$ cat config.mk
export PLATFORM = sky130hd
export DESIGN_NAME = tcpi_interp
export DESIGN_NICKNAME = d
export VERILOG_FILES = /design/src/design/tcpi_buf2.v /design/src/design/tcpi_interp.v
export VERILOG_INCLUDE_DIRS = /design/src /design/src/design
export SDC_FILE = /design/constraint.sdc
export NUM_CORES = 1
export LEC_CHECK = 0
export BUFFER_PORTS_ARGS = -buffer_cell sky130_fd_sc_hd__buf_2
export CORE_MARGIN = 4
export CORE_UTILIZATION = 30
export DETAILED_ROUTE_END_ITERATION = 10
export GPL_TIMING_DRIVEN = 0
export PLACE_DENSITY_LB_ADDON = 0.15
export SYNTH_ARGS = -nofsm -noshare
export SYNTH_HDL_FRONTEND = slang
export SYNTH_SLANG_ARGS = --single-unit
$ cat constraint.sdc
create_clock -name CLOCK -period 2.49 [get_ports CLOCK]
set_input_delay 0 -clock CLOCK [delete_from_list [all_inputs] [get_ports CLOCK]]
set_output_delay 0 -clock CLOCK [all_outputs]
set_load 0.005 [all_outputs]
$ cat src/design/tcpi_map.vh
// Constants for the control packet interpreter
`ifndef TCPI_MAP_VH
`define TCPI_MAP_VH
`define TCPI_SYNC 8'h0D
`define TCPI_ST_ID 8'h08
`define TCPI_ST_LF 8'h0A
`define TCPI_DIR_ID 8'h09
`define TCPI_VER_REQ 8'h12
`define TCPI_VER_ARG 8'h00
`define TCPI_VER_ID 8'hFF
`define TCPI_OP_TUNING_FREQUENCY_WORD 8'hB0
`define TCPI_OP_ATT 8'hB4
`define TCPI_OP_DIR 8'hB2
`define TCPI_TUNING_FREQUENCY_WORD_LO 16'h01F4
`define TCPI_TUNING_FREQUENCY_WORD_HI 16'h7530
`define TCPI_POS_MAX 8'hE7
`define TCPI_SHORT_MA 8'hC8
`define TCPI_ZERO8 8'h00
`define TCPI_ONE8 8'h01
`define TCPI_ONE4 4'h1
`define TCPI_ZERO4 4'h0
`define TCPI_ZERO16 16'h0000
`define TCPI_IDX_CUR 4'h2
`define TCPI_LEN_ST 4'h8
`define TCPI_LEN_DIR 4'hB
`define TCPI_LEN_VER 4'h3
`define TCPI_IDX_SYNC2 4'h3
`define TCPI_IDX_LF 4'h4
`define TCPI_IDX_FLO 4'h5
`define TCPI_IDX_FHI 4'h6
`define TCPI_IDX_ATT 4'h7
`define TCPI_IDX_SYNC3 4'h8
`define TCPI_IDX_DIRID 4'h9
`define TCPI_IDX_POS 4'hA
`define TCPI_PERIOD_MS 500
`define TCPI_CLK_KHZ 250000
`define TCPI_PERIOD_CYC (`TCPI_PERIOD_MS * `TCPI_CLK_KHZ)
`endif

$ cat src/design/tcpi_buf2.v
// Two-entry skid buffer for outgoing bytes
`default_nettype none
module tcpi_buf2
(
    input wire CLOCK, // clock
    input wire RST, // sync reset
    input wire [7:0] in_data, // byte in
    input wire in_valid, // byte offered
    output wire in_ready, // space free
    output reg [7:0] out_data, // head byte
    output wire out_valid, // head valid
    input wire out_ready // sink takes
);
    reg [7:0] spare_reg;
    reg [1:0] count_reg;
    wire push = in_valid && in_ready;
    wire pop = out_valid && out_ready;
    assign in_ready = (count_reg != 2'd2);
    assign out_valid = (count_reg != 2'd0);
    always @(posedge CLOCK)
    begin
        if (RST)
        begin
            count_reg <= 2'd0;
            out_data <= 8'h00;
            spare_reg <= 8'h00;
        end
        else
        begin
            count_reg <= count_reg + {1'b0, push} - {1'b0, pop};
            if (pop)
            begin
                if (count_reg == 2'd2)
                    out_data <= spare_reg;
                else if (push)
                    out_data <= in_data;
            end
            else if (push)
            begin
                if (count_reg == 2'd0)
                    out_data <= in_data;
                else
                    spare_reg <= in_data;
            end
            if (pop && push && count_reg == 2'd2)
                spare_reg <= in_data;
        end
    end
endmodule
`default_nettype wire

$ cat src/design/tcpi_interp.v
// Control stream interpreter: command parser and status packet sender
// Functional notes
// - Status packet: eight fixed-layout bytes
// - Frequency 16-bit 1 kHz, low byte first
// - Over 200 mA short, zero open
// - Status twice per second in session
// - Local change sends status at once
// - Setting command sends feedback status
// - Only one client session at once
// - Session indicator shown while connected
// - Direction packet appended, eleven bytes
// - Position codes 0 to 231
// - Version request answered with version reply
// - Version byte: number and location bit
// - Flip firmware location after reprogramming
// - Out-of-band frequency selects full range
// - Exactly 500 kHz selects low range
// - Attenuation command, 0.5 dB units
// - Direction command on direction variant
// - Only whole commands per transmission
`default_nettype none
`include "tcpi_map.vh"
module tcpi_interp #(
    parameter DIR_VARIANT = 1,
    parameter [31:0] PERIOD_CYC = `TCPI_PERIOD_CYC
)
(
    input wire CLOCK, // 250 MHz clock
    input wire RST, // sync reset, high
    input wire CONN_REQ, // new client asks to connect
    output wire CONN_ACCEPT, // pulse: request accepted
    input wire CONN_CLOSE, // client closed session
    output reg SESSION_ACTIVE, // session open / display S
    input wire [7:0] RX_DATA, // received byte
    input wire RX_VALID, // received byte valid
    output wire RX_READY, // parser takes byte
    output wire [7:0] TX_DATA, // byte to client
    output wire TX_VALID, // byte valid
    input wire TX_READY, // stack takes byte
    input wire [7:0] CURRENT_MA, // measured current
    input wire KNOB_EVENT, // pulse: local knob change
    input wire [15:0] KNOB_TUNING_FREQUENCY_WORD, // frequency from knob
    input wire [7:0] KNOB_ATT, // attenuation from knob
    input wire [6:0] FW_VERSION, // firmware version number
    input wire REPROG_DONE, // pulse: reprogramming succeeded
    output reg [15:0] TUNING_FREQUENCY_WORD, // frequency, kHz
    output reg [7:0] ATTENUATION_CODE, // attenuation, 0.5 dB
    output reg [7:0] POSITION_CODE, // direction step
    output reg LOW_RANGE, // 0 to 0.5 MHz range selected
    output reg FW_LOCATION, // active firmware memory
    output reg SHORT_FAULT, // line short
    output reg OPEN_FAULT // line open
);
    localparam P_SYNC = 6'b000001;
    localparam P_OP = 6'b000010;
    localparam P_A1 = 6'b000100;
    localparam P_A2 = 6'b001000;
    localparam P_DONE = 6'b010000;
    localparam P_SKIP = 6'b100000;
    localparam T_IDLE = 3'b001;
    localparam T_STAT = 3'b010;
    localparam T_VER = 3'b100;

    // Argument count per opcode; unknown opcodes resync on next sync byte
    function [1:0] op_args;
        input [7:0] op;
        begin
            case (op)
                `TCPI_OP_TUNING_FREQUENCY_WORD: op_args = 2'd2;
                `TCPI_OP_ATT: op_args = 2'd1;
                `TCPI_OP_DIR: op_args = 2'd1;
                `TCPI_VER_REQ: op_args = 2'd1;
                default: op_args = 2'd0;
            endcase
        end
    endfunction

    reg [5:0] pstate_reg;
    reg [7:0] op_reg;
    reg [7:0] arg1_reg;
    reg [31:0] tick_reg;
    reg stat_pend_reg;
    reg ver_pend_reg;
    reg [2:0] tstate_reg;
    reg [3:0] idx_reg;
    reg [7:0] cur_snap_reg;
    reg [15:0] frq_snap_reg;
    reg [7:0] att_snap_reg;
    reg [7:0] pos_snap_reg;
    reg prev_short_reg;
    reg prev_open_reg;
    reg [7:0] tx_byte;
    reg [3:0] tx_len;
    wire buf_ready;
    wire tx_push = (tstate_reg != T_IDLE) && buf_ready;
    wire rx_take = RX_VALID && RX_READY;
    wire is_short = CURRENT_MA > `TCPI_SHORT_MA;
    wire is_open = CURRENT_MA == `TCPI_ZERO8;
    wire fault_edge = (is_short && !prev_short_reg) || (is_open && !prev_open_reg);
    wire period_hit = tick_reg >= PERIOD_CYC - 32'd1;
    reg cmd_apply;

    assign CONN_ACCEPT = CONN_REQ && !SESSION_ACTIVE;
    // Parser stalls during a pending version reply so no request is dropped
    // Also stalls in P_DONE and P_SKIP, else a following sync byte is lost
    assign RX_READY = SESSION_ACTIVE && (pstate_reg != P_DONE) && (pstate_reg != P_SKIP)
                      && !ver_pend_reg;

    always @(posedge CLOCK)
    begin
        if (RST)
            SESSION_ACTIVE <= 1'b0;
        else if (CONN_CLOSE)
            SESSION_ACTIVE <= 1'b0;
        else if (CONN_ACCEPT)
            SESSION_ACTIVE <= 1'b1;
    end

    // Command parser
    always @(posedge CLOCK)
    begin
        cmd_apply <= 1'b0;
        if (RST || !SESSION_ACTIVE)
        begin
            pstate_reg <= P_SYNC;
            op_reg <= `TCPI_ZERO8;
            arg1_reg <= `TCPI_ZERO8;
            cmd_apply <= 1'b0;
        end
        else
        begin
            case (pstate_reg)
                P_SYNC:
                    if (rx_take && RX_DATA == `TCPI_SYNC)
                        pstate_reg <= P_OP;
                P_OP:
                    if (rx_take)
                    begin
                        op_reg <= RX_DATA;
                        if (op_args(RX_DATA) == 2'd0)
                            pstate_reg <= P_SYNC;
                        else
                            pstate_reg <= P_A1;
                    end
                P_A1:
                    if (rx_take)
                    begin
                        arg1_reg <= RX_DATA;
                        pstate_reg <= (op_args(op_reg) == 2'd2) ? P_A2 : P_DONE;
                    end
                P_A2:
                    if (rx_take)
                    begin
                        op_reg <= op_reg;
                        pstate_reg <= P_SKIP;
                        cmd_apply <= 1'b1;
                    end
                P_DONE:
                begin
                    pstate_reg <= P_SYNC;
                    cmd_apply <= 1'b1;
                end
                P_SKIP:
                    pstate_reg <= P_SYNC;
                default:
                    pstate_reg <= P_SYNC;
            endcase
        end
    end

    // High byte of a frequency is latched alongside the apply strobe
    reg [7:0] arg2_reg;
    always @(posedge CLOCK)
    begin
        if (RST)
            arg2_reg <= `TCPI_ZERO8;
        else if (rx_take && pstate_reg == P_A2)
            arg2_reg <= RX_DATA;
    end

    wire [15:0] cmd_tuning_frequency_word = {arg2_reg, arg1_reg};
    always @(posedge CLOCK)
    begin
        if (RST)
        begin
            TUNING_FREQUENCY_WORD <= `TCPI_ZERO16;
            ATTENUATION_CODE <= `TCPI_ZERO8;
            POSITION_CODE <= `TCPI_ZERO8;
            LOW_RANGE <= 1'b0;
            ver_pend_reg <= 1'b0;
        end
        else
        begin
            // A reply pending at close is dropped with the session
            if (tstate_reg == T_VER || !SESSION_ACTIVE)
                ver_pend_reg <= 1'b0;
            if (KNOB_EVENT)
            begin
                TUNING_FREQUENCY_WORD <= KNOB_TUNING_FREQUENCY_WORD;
                ATTENUATION_CODE <= KNOB_ATT;
                LOW_RANGE <= (KNOB_TUNING_FREQUENCY_WORD == `TCPI_TUNING_FREQUENCY_WORD_LO);
            end
            if (cmd_apply)
            begin
                case (op_reg)
                    `TCPI_OP_TUNING_FREQUENCY_WORD:
                    begin
                        TUNING_FREQUENCY_WORD <= cmd_tuning_frequency_word;
                        // Below 500 or above 30000 kHz: full range
                        LOW_RANGE <= (cmd_tuning_frequency_word == `TCPI_TUNING_FREQUENCY_WORD_LO);
                    end
                    `TCPI_OP_ATT:
                        ATTENUATION_CODE <= arg1_reg;
                    `TCPI_OP_DIR:
                        if (DIR_VARIANT != 0 && arg1_reg <= `TCPI_POS_MAX)
                            POSITION_CODE <= arg1_reg;
                    `TCPI_VER_REQ:
                        if (arg1_reg == `TCPI_VER_ARG)
                            ver_pend_reg <= 1'b1;
                    default:
                        ver_pend_reg <= ver_pend_reg;
                endcase
            end
        end
    end

    // Faults and firmware location
    always @(posedge CLOCK)
    begin
        if (RST)
        begin
            SHORT_FAULT <= 1'b0;
            OPEN_FAULT <= 1'b0;
            prev_short_reg <= 1'b0;
            prev_open_reg <= 1'b0;
            FW_LOCATION <= 1'b0;
        end
        else
        begin
            SHORT_FAULT <= is_short;
            OPEN_FAULT <= is_open;
            prev_short_reg <= is_short;
            prev_open_reg <= is_open;
            if (REPROG_DONE)
                FW_LOCATION <= ~FW_LOCATION;
        end
    end

    wire set_cmd = cmd_apply && op_reg != `TCPI_VER_REQ && op_args(op_reg) != 2'd0;
    // Periodic tick and pending status; a new event during sending is kept
    always @(posedge CLOCK)
    begin
        if (RST || !SESSION_ACTIVE)
        begin
            tick_reg <= 32'd0;
            stat_pend_reg <= 1'b0;
        end
        else
        begin
            tick_reg <= period_hit ? 32'd0 : tick_reg + 32'd1;
            if (period_hit || KNOB_EVENT || fault_edge || set_cmd)
                stat_pend_reg <= 1'b1;
            else if (tstate_reg == T_IDLE && !ver_pend_reg)
                stat_pend_reg <= 1'b0;
        end
    end

    // Sender
    always @*
    begin
        tx_len = (tstate_reg == T_VER) ? `TCPI_LEN_VER :
                 (DIR_VARIANT != 0) ? `TCPI_LEN_DIR : `TCPI_LEN_ST;
        tx_byte = `TCPI_SYNC;
        if (tstate_reg == T_VER)
        begin
            if (idx_reg == `TCPI_ONE4)
                tx_byte = `TCPI_VER_ID;
            else if (idx_reg != `TCPI_ZERO4)
                tx_byte = {FW_LOCATION, FW_VERSION};
        end
        else
        begin
            case (idx_reg)
                `TCPI_ONE4: tx_byte = `TCPI_ST_ID;
                `TCPI_IDX_CUR: tx_byte = cur_snap_reg;
                `TCPI_IDX_LF: tx_byte = `TCPI_ST_LF;
                `TCPI_IDX_FLO: tx_byte = frq_snap_reg[7:0];
                `TCPI_IDX_FHI: tx_byte = frq_snap_reg[15:8];
                `TCPI_IDX_ATT: tx_byte = att_snap_reg;
                `TCPI_IDX_DIRID: tx_byte = `TCPI_DIR_ID;
                `TCPI_IDX_POS: tx_byte = pos_snap_reg;
                default: tx_byte = `TCPI_SYNC;
            endcase
        end
    end

    always @(posedge CLOCK)
    begin
        if (RST || !SESSION_ACTIVE)
        begin
            tstate_reg <= T_IDLE;
            idx_reg <= `TCPI_ZERO4;
            cur_snap_reg <= `TCPI_ZERO8;
            frq_snap_reg <= `TCPI_ZERO16;
            att_snap_reg <= `TCPI_ZERO8;
            pos_snap_reg <= `TCPI_ZERO8;
        end
        else
        begin
            case (tstate_reg)
                T_IDLE:
                begin
                    idx_reg <= `TCPI_ZERO4;
                    // Version reply first; status snapshot frozen per packet
                    if (ver_pend_reg)
                        tstate_reg <= T_VER;
                    else if (stat_pend_reg)
                    begin
                        tstate_reg <= T_STAT;
                        cur_snap_reg <= CURRENT_MA;
                        frq_snap_reg <= TUNING_FREQUENCY_WORD;
                        att_snap_reg <= ATTENUATION_CODE;
                        pos_snap_reg <= POSITION_CODE;
                    end
                end
                T_STAT, T_VER:
                    if (tx_push)
                    begin
                        if (idx_reg == tx_len - `TCPI_ONE4)
                            tstate_reg <= T_IDLE;
                        idx_reg <= idx_reg + `TCPI_ONE4;
                    end
                default:
                    tstate_reg <= T_IDLE;
            endcase
        end
    end

    // Closing a session drops unsent bytes so no fragment leaks into the next
    tcpi_buf2 u_buf
    (
        .CLOCK(CLOCK),
        .RST(RST || !SESSION_ACTIVE),
        .in_data(tx_byte),
        .in_valid(tstate_reg != T_IDLE),
        .in_ready(buf_ready),
        .out_data(TX_DATA),
        .out_valid(TX_VALID),
        .out_ready(TX_READY)
    );
endmodule
`default_nettype wire

# After elaboration in Yosys (flattened, before gate mapping)
# Cells that the tools add are included.
# W data, S select, Z words.
[classes] mux=53 reduce_logical=54 eq_ne=45 addsub=5 n_lt_le_gt_ge=3 n_bitwise=2
[op_table] cell="$mux W8" n=15
[op_table] cell="$pmux W8 S8" n=1
[op_table] cell="$eq A8 B8 Y1 const B" n=6
[op_table] cell="$mux W16" n=3
[op_table] cell="$add A32 B1 Y32 const B" n=1
[op_table] cell="$eq A16 B9 Y1 const B" n=2
[op_table] cell="$ge A32 B27 Y1 const B" n=1
[op_table] cell="$mux W6" n=4
[op_table] cell="$pmux W6 S4" n=1
[op_table] cell="$eq A4 B3 Y1 const B" n=4
[op_table] cell="$eq A8 B5 Y1 const B" n=2
[op_table] cell="$logic_and A1 B1 Y1" n=16
[op_table] cell="$logic_not A8 Y1" n=2
[op_table] cell="$ne A2 B2 Y1 const B" n=8
[op_table] cell="$reduce_bool A2 Y1" n=8
[op_table] cell="$mux W3" n=5
[op_table] cell="$reduce_and A3 Y1" n=5
[op_table] cell="$mux W2" n=6
[op_table] cell="$mux W1" n=9
[op_table] cell="$reduce_or A3 Y1" n=3
[op_table] cell="$eq A4 B4 Y1 const B" n=2
[op_table] cell="$eq A8 B4 Y1 const B" n=1
[op_table] cell="$gt A8 B8 Y1 const B" n=1
[op_table] cell="$le A8 B8 Y1 const B" n=1
[op_table] cell="other kinds (37)" n=55
[totals] ff_bits=167 inputBits=55 elab_cells=187 output_inout_bits=48

# Logic depth before layout (Yosys ltp)
# Gate-level depths: netlist (run 1).
[logic_depth] depth_word=12 depth_mapped=9 depth_no_buf=8

# By module
# From an unflattened synthesis (run 1), not the netlist that was laid out.
[unflattened] hier_cells=898 hier_area_um2=7616.1
[modules_own_cells] module="tcpi_interp" seq_area_each_um2=2982.9 area_each_um2=6772.7 instances=1 cells_each=816
[modules_own_cells] module="tcpi_buf2" seq_area_each_um2=360.3 area_each_um2=843.3 instances=1 cells_each=82

# Least setup slack after synthesis (run 1)
# No wires, ideal clock.
[synth_path] path_type="flip-flop to flip-flop" startpoint="reg idx_reg[0]" endpoint="reg u_buf.out_data[2]" period_less_slack_ps=1948 path_stages_with_launch=8 slack_ps=542 required_ps=2374 path_buffers=1 arrival_ps=1832 setup_ps=116 cell_sequence="dfxtp_1 > ha_1 > buf_2 > o21ai_0 > a221oi_1 > o211a_1 > o221ai_1 > o211a_1"
[synth_via] elab_chain_cells=7 elab_cells_between_ends=18 cone_classes="eq/ne: 8; mux: 9; reduce/logical: 1"
[synth_rtl] item="start, declared" line_no="tcpi_interp.v:85" rtl="reg [3:0] idx_reg;"
[synth_rtl] item="start signal, assigned" line_no="tcpi_interp.v:302" rtl="idx_reg <= `TCPI_ZERO4;"
[synth_rtl] item="start signal, assigned" line_no="tcpi_interp.v:313" rtl="idx_reg <= `TCPI_ZERO4;"
[synth_rtl] item="start signal, assigned" line_no="tcpi_interp.v:331" rtl="idx_reg <= idx_reg + `TCPI_ONE4;"
[synth_rtl] item="parallel branches: the longest is 3 deep, another holds $pmux W8 S8"
[synth_rtl] item="$mux W8 *" line_no="tcpi_interp.v:274" rtl="if (tstate_reg == T_VER)"
[synth_rtl] item="$mux W8, on equally long branches" line_no="tcpi_buf2.v:40, tcpi_buf2.v:35"
[synth_rtl] item="$mux W8, on equally long branches" line_no="tcpi_buf2.v:38, tcpi_buf2.v:33"
[synth_rtl] item="$mux W8 *" line_no="tcpi_buf2.v:31" rtl="if (pop)"
[synth_rtl] item="end signal, assigned" line_no="tcpi_buf2.v:34" rtl="out_data <= spare_reg;"
[synth_rtl] item="end signal, assigned" line_no="tcpi_buf2.v:36" rtl="out_data <= in_data;"
[synth_rtl] item="end signal, assigned" line_no="tcpi_buf2.v:41" rtl="out_data <= in_data;"
[synth_rtl] item="end, declared" line_no="tcpi_buf2.v:10" rtl="output reg [7:0] out_data,"
# Mark *: on every way between the ends. The select of a mux whose other input is x is not followed.
# A chain may end at the register's enable or synchronous reset.

# Worst setup path in the final report (run 1)
# Ends and elaborated chain as after synthesis.

==> results.cfg, run 1 <==
[clock_network]
clockBufferDepth = 2
cts_setup_buffers = 0
cts.sinks = 167
cts_root_buf = clkbuf_16
numCtsBuffers = 17
insertion_delay_ps = 430
h-tree-depth = 4
clk_pin_slew_ps = 70
cts_tree = yes

[hold_path]
hp-class = input pin to register

[synth]
synthCells = 882
synth-main-ff-cell = dfxtp_1
synth_edf_count = 0
synth_cell_type_count = 65
synth_seq_cells = 167
synth_seq_area_share_pct = 44.5
syn_avg_cell_area_um2 = 8.52
synth_area_um2 = 7520
async_flop_share_pct = 0
yosys_warnings = 0

[place]
place_area_um2 = 8440
detailedPlacementHpwl_um = 17900
portBuffers = 101
place_inst = 1311
place.gp.congestion = 0.822

[worst_setup_path]
cp_cell_sequence = ha_1, clkbuf_1, nor2_1, o31ai_1, o21ai_0, o221ai_1, o211a_1
worstPathRequired_ps = 2860
worstSetupEndpointType = register
timing.critical_path.buf_inv = 1
cp_top_family = compound AO/OA/AOI/OAI gates
arrival_ps = 2710
crit_type = register to register
slowest_stage = o31ai_1
cp-start-kind = register
critical_path.max_fanout = 10
critPathMaxStageDelay_ps = 500

[sta]
drv_slew = 0
rsz0062_at_grt = false
fmaxAchievable_ghz = 0.428
tightest_slew_ps = 795
maxSlewHeadroom_pct = 46.9
hold_viol_final = 0
final.setup.tns_ps = 0
period_share_pct = 93.9
setup_violations = 0
timing.hold.ws_ps = 7.99
fin_skew_ps = 9.86
min_period_ps = 2340

[cells_and_area]
largest_reg_flops = 32
design_area_um2 = 9420
drive_above_1_share_pct = 15.2
syn_to_final_growth_pct = 25.3
nFillCells = 2508
nets = 1112
register_area_um2 = 3340
final_cells = 1385
finish.utilization_pct = 38.5
diodes = 0
multi_input_area_um2 = 3920

[power_and_ir_drop]
power_density_nw_per_um2 = 580
p_leak_uw = 0.00355
max-vdd-ir-drop_v = 0.000343

[routing]
drt_pass1_iterations = 5
wl_per_cell_um = 17.0
postRouteAntennaNets = 0
vias_per_cell = 4.92
remaining_drc_errors = 0
drt_iter0_drc = 477
dr_total_vias = 6812
wirelength_um = 23600

[flow_run]
drv_cap = 0

[die]
core_area_um2 = 24500
die_y_um = 166
dieArea_um2 = 27700
io_pins = 103
rows = 57
start_util_pct = 30.7
die_x_um = 166

[global_routing]
grt.total_usage_pct = 16.8
grt_overflow = 0
grt_max_degree = 17
grt_pass1_vias = 6450
grt_first_pass_wirelength_um = 37300
antenna_found_initial = 0

[status]
run_status = completed
[stage by stage]
stage	total power, uW	setup WS (ps)
floorplan	2890	542
global placement	3040	135
detailed placement	3040	110
CTS	5530	81.0
global route	5650	15.5
finish	5460	153
[worst reg2reg max path, stage by stage, from the launching register on]
cell and delay, ps:
dfxtp_1 430, ha_1 260, clkbuf_1 440, nor2_1 90, o31ai_1 500, o21ai_0 160
o221ai_1 230, o211a_1 180
[logic make-up (layout without fill, tap and decap cells)]
family	Yosys count	after routing	share of synthesized area, %
adder cells (fa/ha/maj)	7	7	1.16
AO/OA/AOI/OAI	177	177	15.1
multiplexers	60	60	8.02
other	1	5	0.0499
flip-flops	167	167	44.5
AND/OR/NAND/NOR	372	372	23.6
XOR/XNOR	33	33	3.84
buffers and inverters	65	240	3.73
[power breakdown]
| group | switching, uW | internal [uW] |
|---|---|---|
| Sequential | 35.2 | 2700 |
| Clock | 1110 | 1320 |
| Combinational | 151 | 146 |
[final cells by class]
| cell class | count | share of cell area (%) |
|---|---|---|
| inverter | 11 | 0.438 |
| tap | 324 | 4.30 |
| buffer | 54 | 2.54 |
| sequential | 167 | 35.5 |
| clock buffer | 20 | 4.85 |
| clock inverter | 10 | 0.797 |
| timing repair buffer | 145 | 10.0 |
| multi-input combinational | 654 | 41.6 |
[synth_stat cells, drive strengths merged (11+ instances only)]
cell type    n  area [um2]
clkbuf      36         136
nand2      107         402
nor3        29         150
nand3       18        95.1
nor2       132         512
buf         18         103
a211oi      25         188
nand4       11        68.8
xnor2       23         201
a21oi       76         384
o21ai       21         105
dfxtp      167        3340
mux2i       58         581
inv         11        41.3
[metal layers]
layer | part of all wire, % | track usage, % | wire length, um
met4 | 0.88 | 3.06 | 208
met2 | 44 | 26.3 | 10400
met5 | 0 | 0 | 0
met3 | 4.3 | 3.12 | 1020
met1 | 51 | 24.5 | 11900
[final timing paths]
path / start / to / slack, ps / depth (start not counted)
min: KNOB_ATT[1] / ATTENUATION_CODE[1] / 8 / 3
min reg2reg: tick_reg[0] / tick_reg[0] / 440 / 1
max reg2reg: idx_reg[0] / u_buf.out_data[2] / 150 / 7
max: idx_reg[0] / u_buf.out_data[2] / 150 / 7
[layout by cell type, fill, tap and decap left out, types with 4 or more instances in the layout]
master,instances
nand2_1,107
nand3b_1,4
clkbuf_16,17
xnor2_1,23
o22ai_1,6
buf_1,5
conb_1,5
buf_2,111
a22oi_1,10
nor3b_1,6
nand4_1,11
dfxtp_1,167
nand4b_1,5
or4_1,4
nor2b_1,7
a21oi_1,75
nand2b_1,6
nand3_1,17
o21a_1,4
clkinvlp_4,4
ha_1,7
nor4_1,6
a31oi_1,4
nor4b_1,4
o21ai_0,21
or3_1,5
clkbuf_1,36
inv_1,11
nor2_1,131
mux2i_1,58
a211oi_1,25
and2_1,8
and3_1,6
dlygate4sd3_1,44
nor3_1,28
xor2_1,10
o31ai_1,6
[timing repair]
item | 4_1_cts | 5_1_grt
gates resized for setup | 0 | 1
endpoints found under the setup margin | 0 | 12
endpoints found under the hold margin | 64 | 0
hold buffers | 44 | 0
(Power assumes the default switching activity.)
==> run 2: changes to the inputs <==
Settings changed: CELL_PAD_IN_SITES_DETAIL_PLACEMENT from default to 0, CELL_PAD_IN_SITES_GLOBAL_PLACEMENT from default to 2, RECOVER_POWER from default to 50.
==> results.cfg, run 2 (synthesized netlist as in run 1, its figures left out) <==
[worst_setup_path]
cp_top_family = simple AND/OR/NAND/NOR gates
critPathMaxStageDelay_ps = 620
arrival_ps = 2590
worstPathRequired_ps = 2770
cp-start-kind = register
slowest_stage = or4_1
critical_path.max_fanout = 8
worstSetupEndpointType = register
timing.critical_path.buf_inv = 1
crit_type = register to register
cp_cell_sequence = or2_2, clkbuf_1, or4_1, nor2_2, mux2i_1, nor2_1

[sta]
min_period_ps = 2300
fin_skew_ps = 12.4
hold_viol_final = 0
rsz0062_at_grt = false
tightest_slew_ps = 837
setup_violations = 0
drv_slew = 0
timing.hold.ws_ps = 40.1
period_share_pct = 92.5
fmaxAchievable_ghz = 0.434
maxSlewHeadroom_pct = 43.8

[clock_network]
clk_pin_slew_ps = 70
cts.sinks = 167
insertion_delay_ps = 430
clockBufferDepth = 2
cts_setup_buffers = 0
numCtsBuffers = 17
cts_root_buf = clkbuf_16
h-tree-depth = 4
cts_tree = yes

[place]
portBuffers = 101
detailedPlacementHpwl_um = 18800
place.gp.congestion = 0.826
place_inst = 1311

[die]
dieArea_um2 = 27700
core_area_um2 = 24500
io_pins = 103
die_y_um = 166
die_x_um = 166
rows = 57
start_util_pct = 30.7

[routing]
remaining_drc_errors = 0
wl_per_cell_um = 17.9
vias_per_cell = 4.88
drt_pass1_iterations = 5
postRouteAntennaNets = 0
wirelength_um = 24900
dr_total_vias = 6778
drt_iter0_drc = 426

[cells_and_area]
drive_above_1_share_pct = 12.1
nets = 1113
finish.utilization_pct = 38.4
mostFrequentLayoutCells = 167 x dfxtp_1, 131 x nor2_1, 107 x nand2_1
largest_reg_flops = 32
diodes = 0
syn_to_final_growth_pct = 24.9
mostFrequentLayoutCell = dfxtp_1
final_cells = 1388

[global_routing]
grt_pass1_vias = 6821
grt.total_usage_pct = 18.2
antenna_found_initial = 0
grt_first_pass_wirelength_um = 40300
grt_overflow = 0
grt_max_degree = 17

[flow_run]
drv_cap = 0

[power_and_ir_drop]
p_leak_uw = 0.00342
power_density_nw_per_um2 = 595
max-vdd-ir-drop_v = 0.000342

[hold_path]
hp-class = input pin to register

[status]
run_status = completed
run 2: cell types whose count changed in the layout (fill, tap and decap cells not counted), moves of 2 or more:
cell / change
buf_1: -2
buf_2: -31
clkbuf_1: +34
clkbuf_8: -2
run 2: timing repair:
action / in CTS / in global routing
endpoints found under the hold margin: 65 / 0
gates resized for setup: 1 / 1
hold buffers: 45 / 0
endpoints found under the setup margin: 3 / 1
run 2: worst reg2reg max path: cells and delay by family, from the launching register on:
kind	cells	cell delay [ps]
buffers and inverters	1	190
DFF	1	310
muxes	1	240
and+or+nand+nor	4	1410
run 2: metrics by stage:
step	setup WS [ps]	cell area [um2]	total power, uW	TNS (ps)
floorplan	542	7530	2890	0
global placement	-72.3	8440	3050	-100
detailed placement	-38.2	8440	3050	-38.2
CTS	192	9460	5670	0
global route	9.92	9390	5810	0
finish	186	9390	5590	0
run 2: cell type report:
| class | count | area [um2] |
|---|---|---|
| Buffer | 54 | 233 |
| Clock buffer | 19 | 433 |
| Clock inverter | 13 | 124 |
| Fill cell | 2573 | 15100 |
| Inverter | 11 | 41.3 |
| Multi-Input combinational cell | 654 | 3890 |
| Sequential cell | 167 | 3340 |
| Tap cell | 324 | 405 |
| Timing Repair Buffer | 146 | 917 |
run 2: path summary, 6_finish.rpt:
check                                   start                  to  slack (ps)  cells after the start
worst max register to register      op_reg[0]    POSITION_CODE[4]         190                      6
worst min register to register    tick_reg[0]         tick_reg[0]         440                      1
worst max-delay path                op_reg[0]    POSITION_CODE[4]         190                      6
worst min-delay path            FW_VERSION[4]  u_buf.spare_reg[4]          40                      5
run 2: routing by layer:
metal / GRT usage [%] / wire (um) / vias up
li1: - / - / 3451
met1: 26.8 / 12700 / 3189
met2: 28.4 / 11100 / 122
met3: 2.86 / 744 / 16
met4: 3.70 / 252 / 0
met5: 0 / 0 / -
run 2: where the power goes:
group          internal [uW]  leakage, uW  switching, uW
clock network           1390     0.000258           1160
registers               2700      0.00135           37.1
logic                    143      0.00181            153
total                   4240      0.00342           1350
==> run 3: changes to the inputs <==
Settings changed: BUFFER_PORTS_ARGS -buffer_cell sky130_fd_sc_hd__buf_2 to -buffer_cell sky130_fd_sc_hd__buf_4.
==> results.cfg, run 3 (synthesized netlist as in run 1, its figures left out) <==
[status]
run_status = completed

[clock_network]
cts.sinks = 167
clk_pin_slew_ps = 60
insertion_delay_ps = 430
cts_root_buf = clkbuf_16
h-tree-depth = 4
clockBufferDepth = 2
cts_tree = yes
numCtsBuffers = 17

[sta]
maxSlewHeadroom_pct = 40.6
fmaxAchievable_ghz = 0.431
min_period_ps = 2320
fin_skew_ps = 11.7
tightest_slew_ps = 885
drv_slew = 0
setup_violations = 0
hold_viol_final = 0
period_share_pct = 93.1
rsz0062_at_grt = false

[cells_and_area]
nFillCells = 2570
mostFrequentLayoutCells = 167 x dfxtp_1, 131 x nor2_1, 107 x nand2_1
nets = 1114
diodes = 0
largest_reg_flops = 32
mostFrequentLayoutCell = dfxtp_1
syn_to_final_growth_pct = 29.0
drive_above_1_share_pct = 13.8
final_cells = 1388

[power_and_ir_drop]
power_frac_comb_pct = 5.8
sw_frac_of_total_pct = 23.0
power_density_nw_per_um2 = 597
p_total_uw = 5790
net-switching-power_uw = 1330
power_frac_clock_pct = 46.9
p_leak_uw = 0.00355
seqPwrFrac_pct = 47.3
max-vdd-ir-drop_v = 0.000268
internal-power_uw = 4460

[hold_path]
min_to = u_buf.spare_reg[4]
hold_start = FW_VERSION[4]
timing.hold.worst_path_depth = 5
hp-class = input pin to register

[die]
die_y_um = 166
start_util_pct = 30.7
rows = 57
dieArea_um2 = 27700
io_pins = 103
core_area_um2 = 24500
die_x_um = 166

[routing]
wl_per_cell_um = 18.1
postRouteAntennaNets = 0
vias_per_cell = 4.92
drt_pass1_iterations = 7
remaining_drc_errors = 0
dr_total_vias = 6825
wirelength_um = 25100
drt_iter0_drc = 392

[worst_setup_path]
worstSetupEndpointType = register
crit_type = register to register
reg2reg_slack_ps = 170
r2r_cells = 7
r2r-end = u_buf.spare_reg[0]
arrival_ps = 2670
critical_path.max_fanout = 10
cp-start-kind = register
cp_top_family = buffers and inverters
cp_cell_sequence = clkbuf_1, clkbuf_1, a21oi_1, a21oi_1, a2bb2oi_1, o22ai_1, o22ai_1
worstPathRequired_ps = 2840
timing.critical_path.buf_inv = 2
crit_start = idx_reg[3]
slowest_stage = clkbuf_1
r2r_start = idx_reg[3]
critPathMaxStageDelay_ps = 500

[global_routing]
grt_use_met2_pct = 28.0
globalRouteMet1Util_pct = 26.2
antenna_found_initial = 0
grt-busiest-layer = met2
grt.total_usage_pct = 18.0
grtUsageMet3_pct = 3.38
grt_pass1_vias = 6757
grt_overflow = 0
grt_max_degree = 17
grt_first_pass_wirelength_um = 39600

[place]
portBuffers = 101
place_inst = 1311
detailedPlacementHpwl_um = 18900
place.gp.congestion = 0.828

[flow_run]
drv_cap = 0
==> run 3: cell count changes in the layout (fill, tap and decap cells not counted), sizes merged <==
cell,previous run,this run
buf,85,69
bufinv,1,3
clkbuf,89,106
clkinvlp,5,4
dlygate4sd3,45,46
inv,15,12
==> run 3: power groups by stage <==
| stage | Combinational, uW | Sequential [uW] | Clock (uW) |
|---|---|---|---|
| CTS | 345 | 2740 | 2780 |
| detailed placement | 286 | 2800 | 0 |
| finish | 335 | 2740 | 2720 |
| global route | 366 | 2740 | 2890 |
| floorplan | 109 | 2790 | 0 |
| global placement | 287 | 2800 | 0 |
==> run 3: cell type report <==
| cell class | instances | area (um2) | share of cell area (%) |
|---|---|---|---|
| Buffer | 54 | 238 | 2.45 |
| Clock inverter | 11 | 151 | 1.56 |
| Sequential cell | 167 | 3340 | 34.5 |
| Timing Repair Buffer | 147 | 1180 | 12.2 |
| Multi-Input combinational cell | 654 | 3900 | 40.2 |
| Inverter | 11 | 41.3 | 0.426 |
| Clock buffer | 20 | 437 | 4.50 |
| Tap cell | 324 | 405 | 4.18 |
==> run 3: worst max-delay path by stage <==
stage,cells past startpoint,end,slack (ps)
after floorplan,7,u_buf.out_data[2],540
after global placement,7,u_buf.out_data[7],-70
after detailed placement,7,u_buf.out_data[7],-90
after CTS,7,u_buf.out_data[7],180
after global routing,6,u_buf.spare_reg[7],30
final,7,u_buf.spare_reg[0],170
==> run 3: routing by layer <==
layer,vias to the layer above,part of all wire [%]
li1,3457,-
met1,3203,50
met2,152,45
met3,13,4.0
met4,0,0.89
met5,-,0
==> run 3: metrics by stage <==
stage	util, %	hold WS [ps]	setup slack (ps)	setup TNS (ps)	instance area, um2
3_3_place_gp	35.6	165	-69.2	-79.0	8700
6_report	39.7	24.7	171	0	9700
4_1_cts	39.9	7.71	181	0	9750
3_5_place_dp	35.6	168	-90.3	-254	8700
5_1_grt	39.7	39.6	26.8	0	9700
2_1_floorplan	-	79.3	542	0	7530
==> run 3: tightest hold or removal path, stage by stage <==
cell	delay, ps
buf_4	80
a21oi_1	50
nor2_1	110
nor2_1	60
a21oi_1	120
==> run 3: timing repair <==
item / in CTS / in global routing
resized for setup: 1 / 2
buffers inserted: 0 / 0
hold buffers: 46 / 0
hold endpoints to repair: 67 / 0
endpoints found under the setup margin: 7 / 2
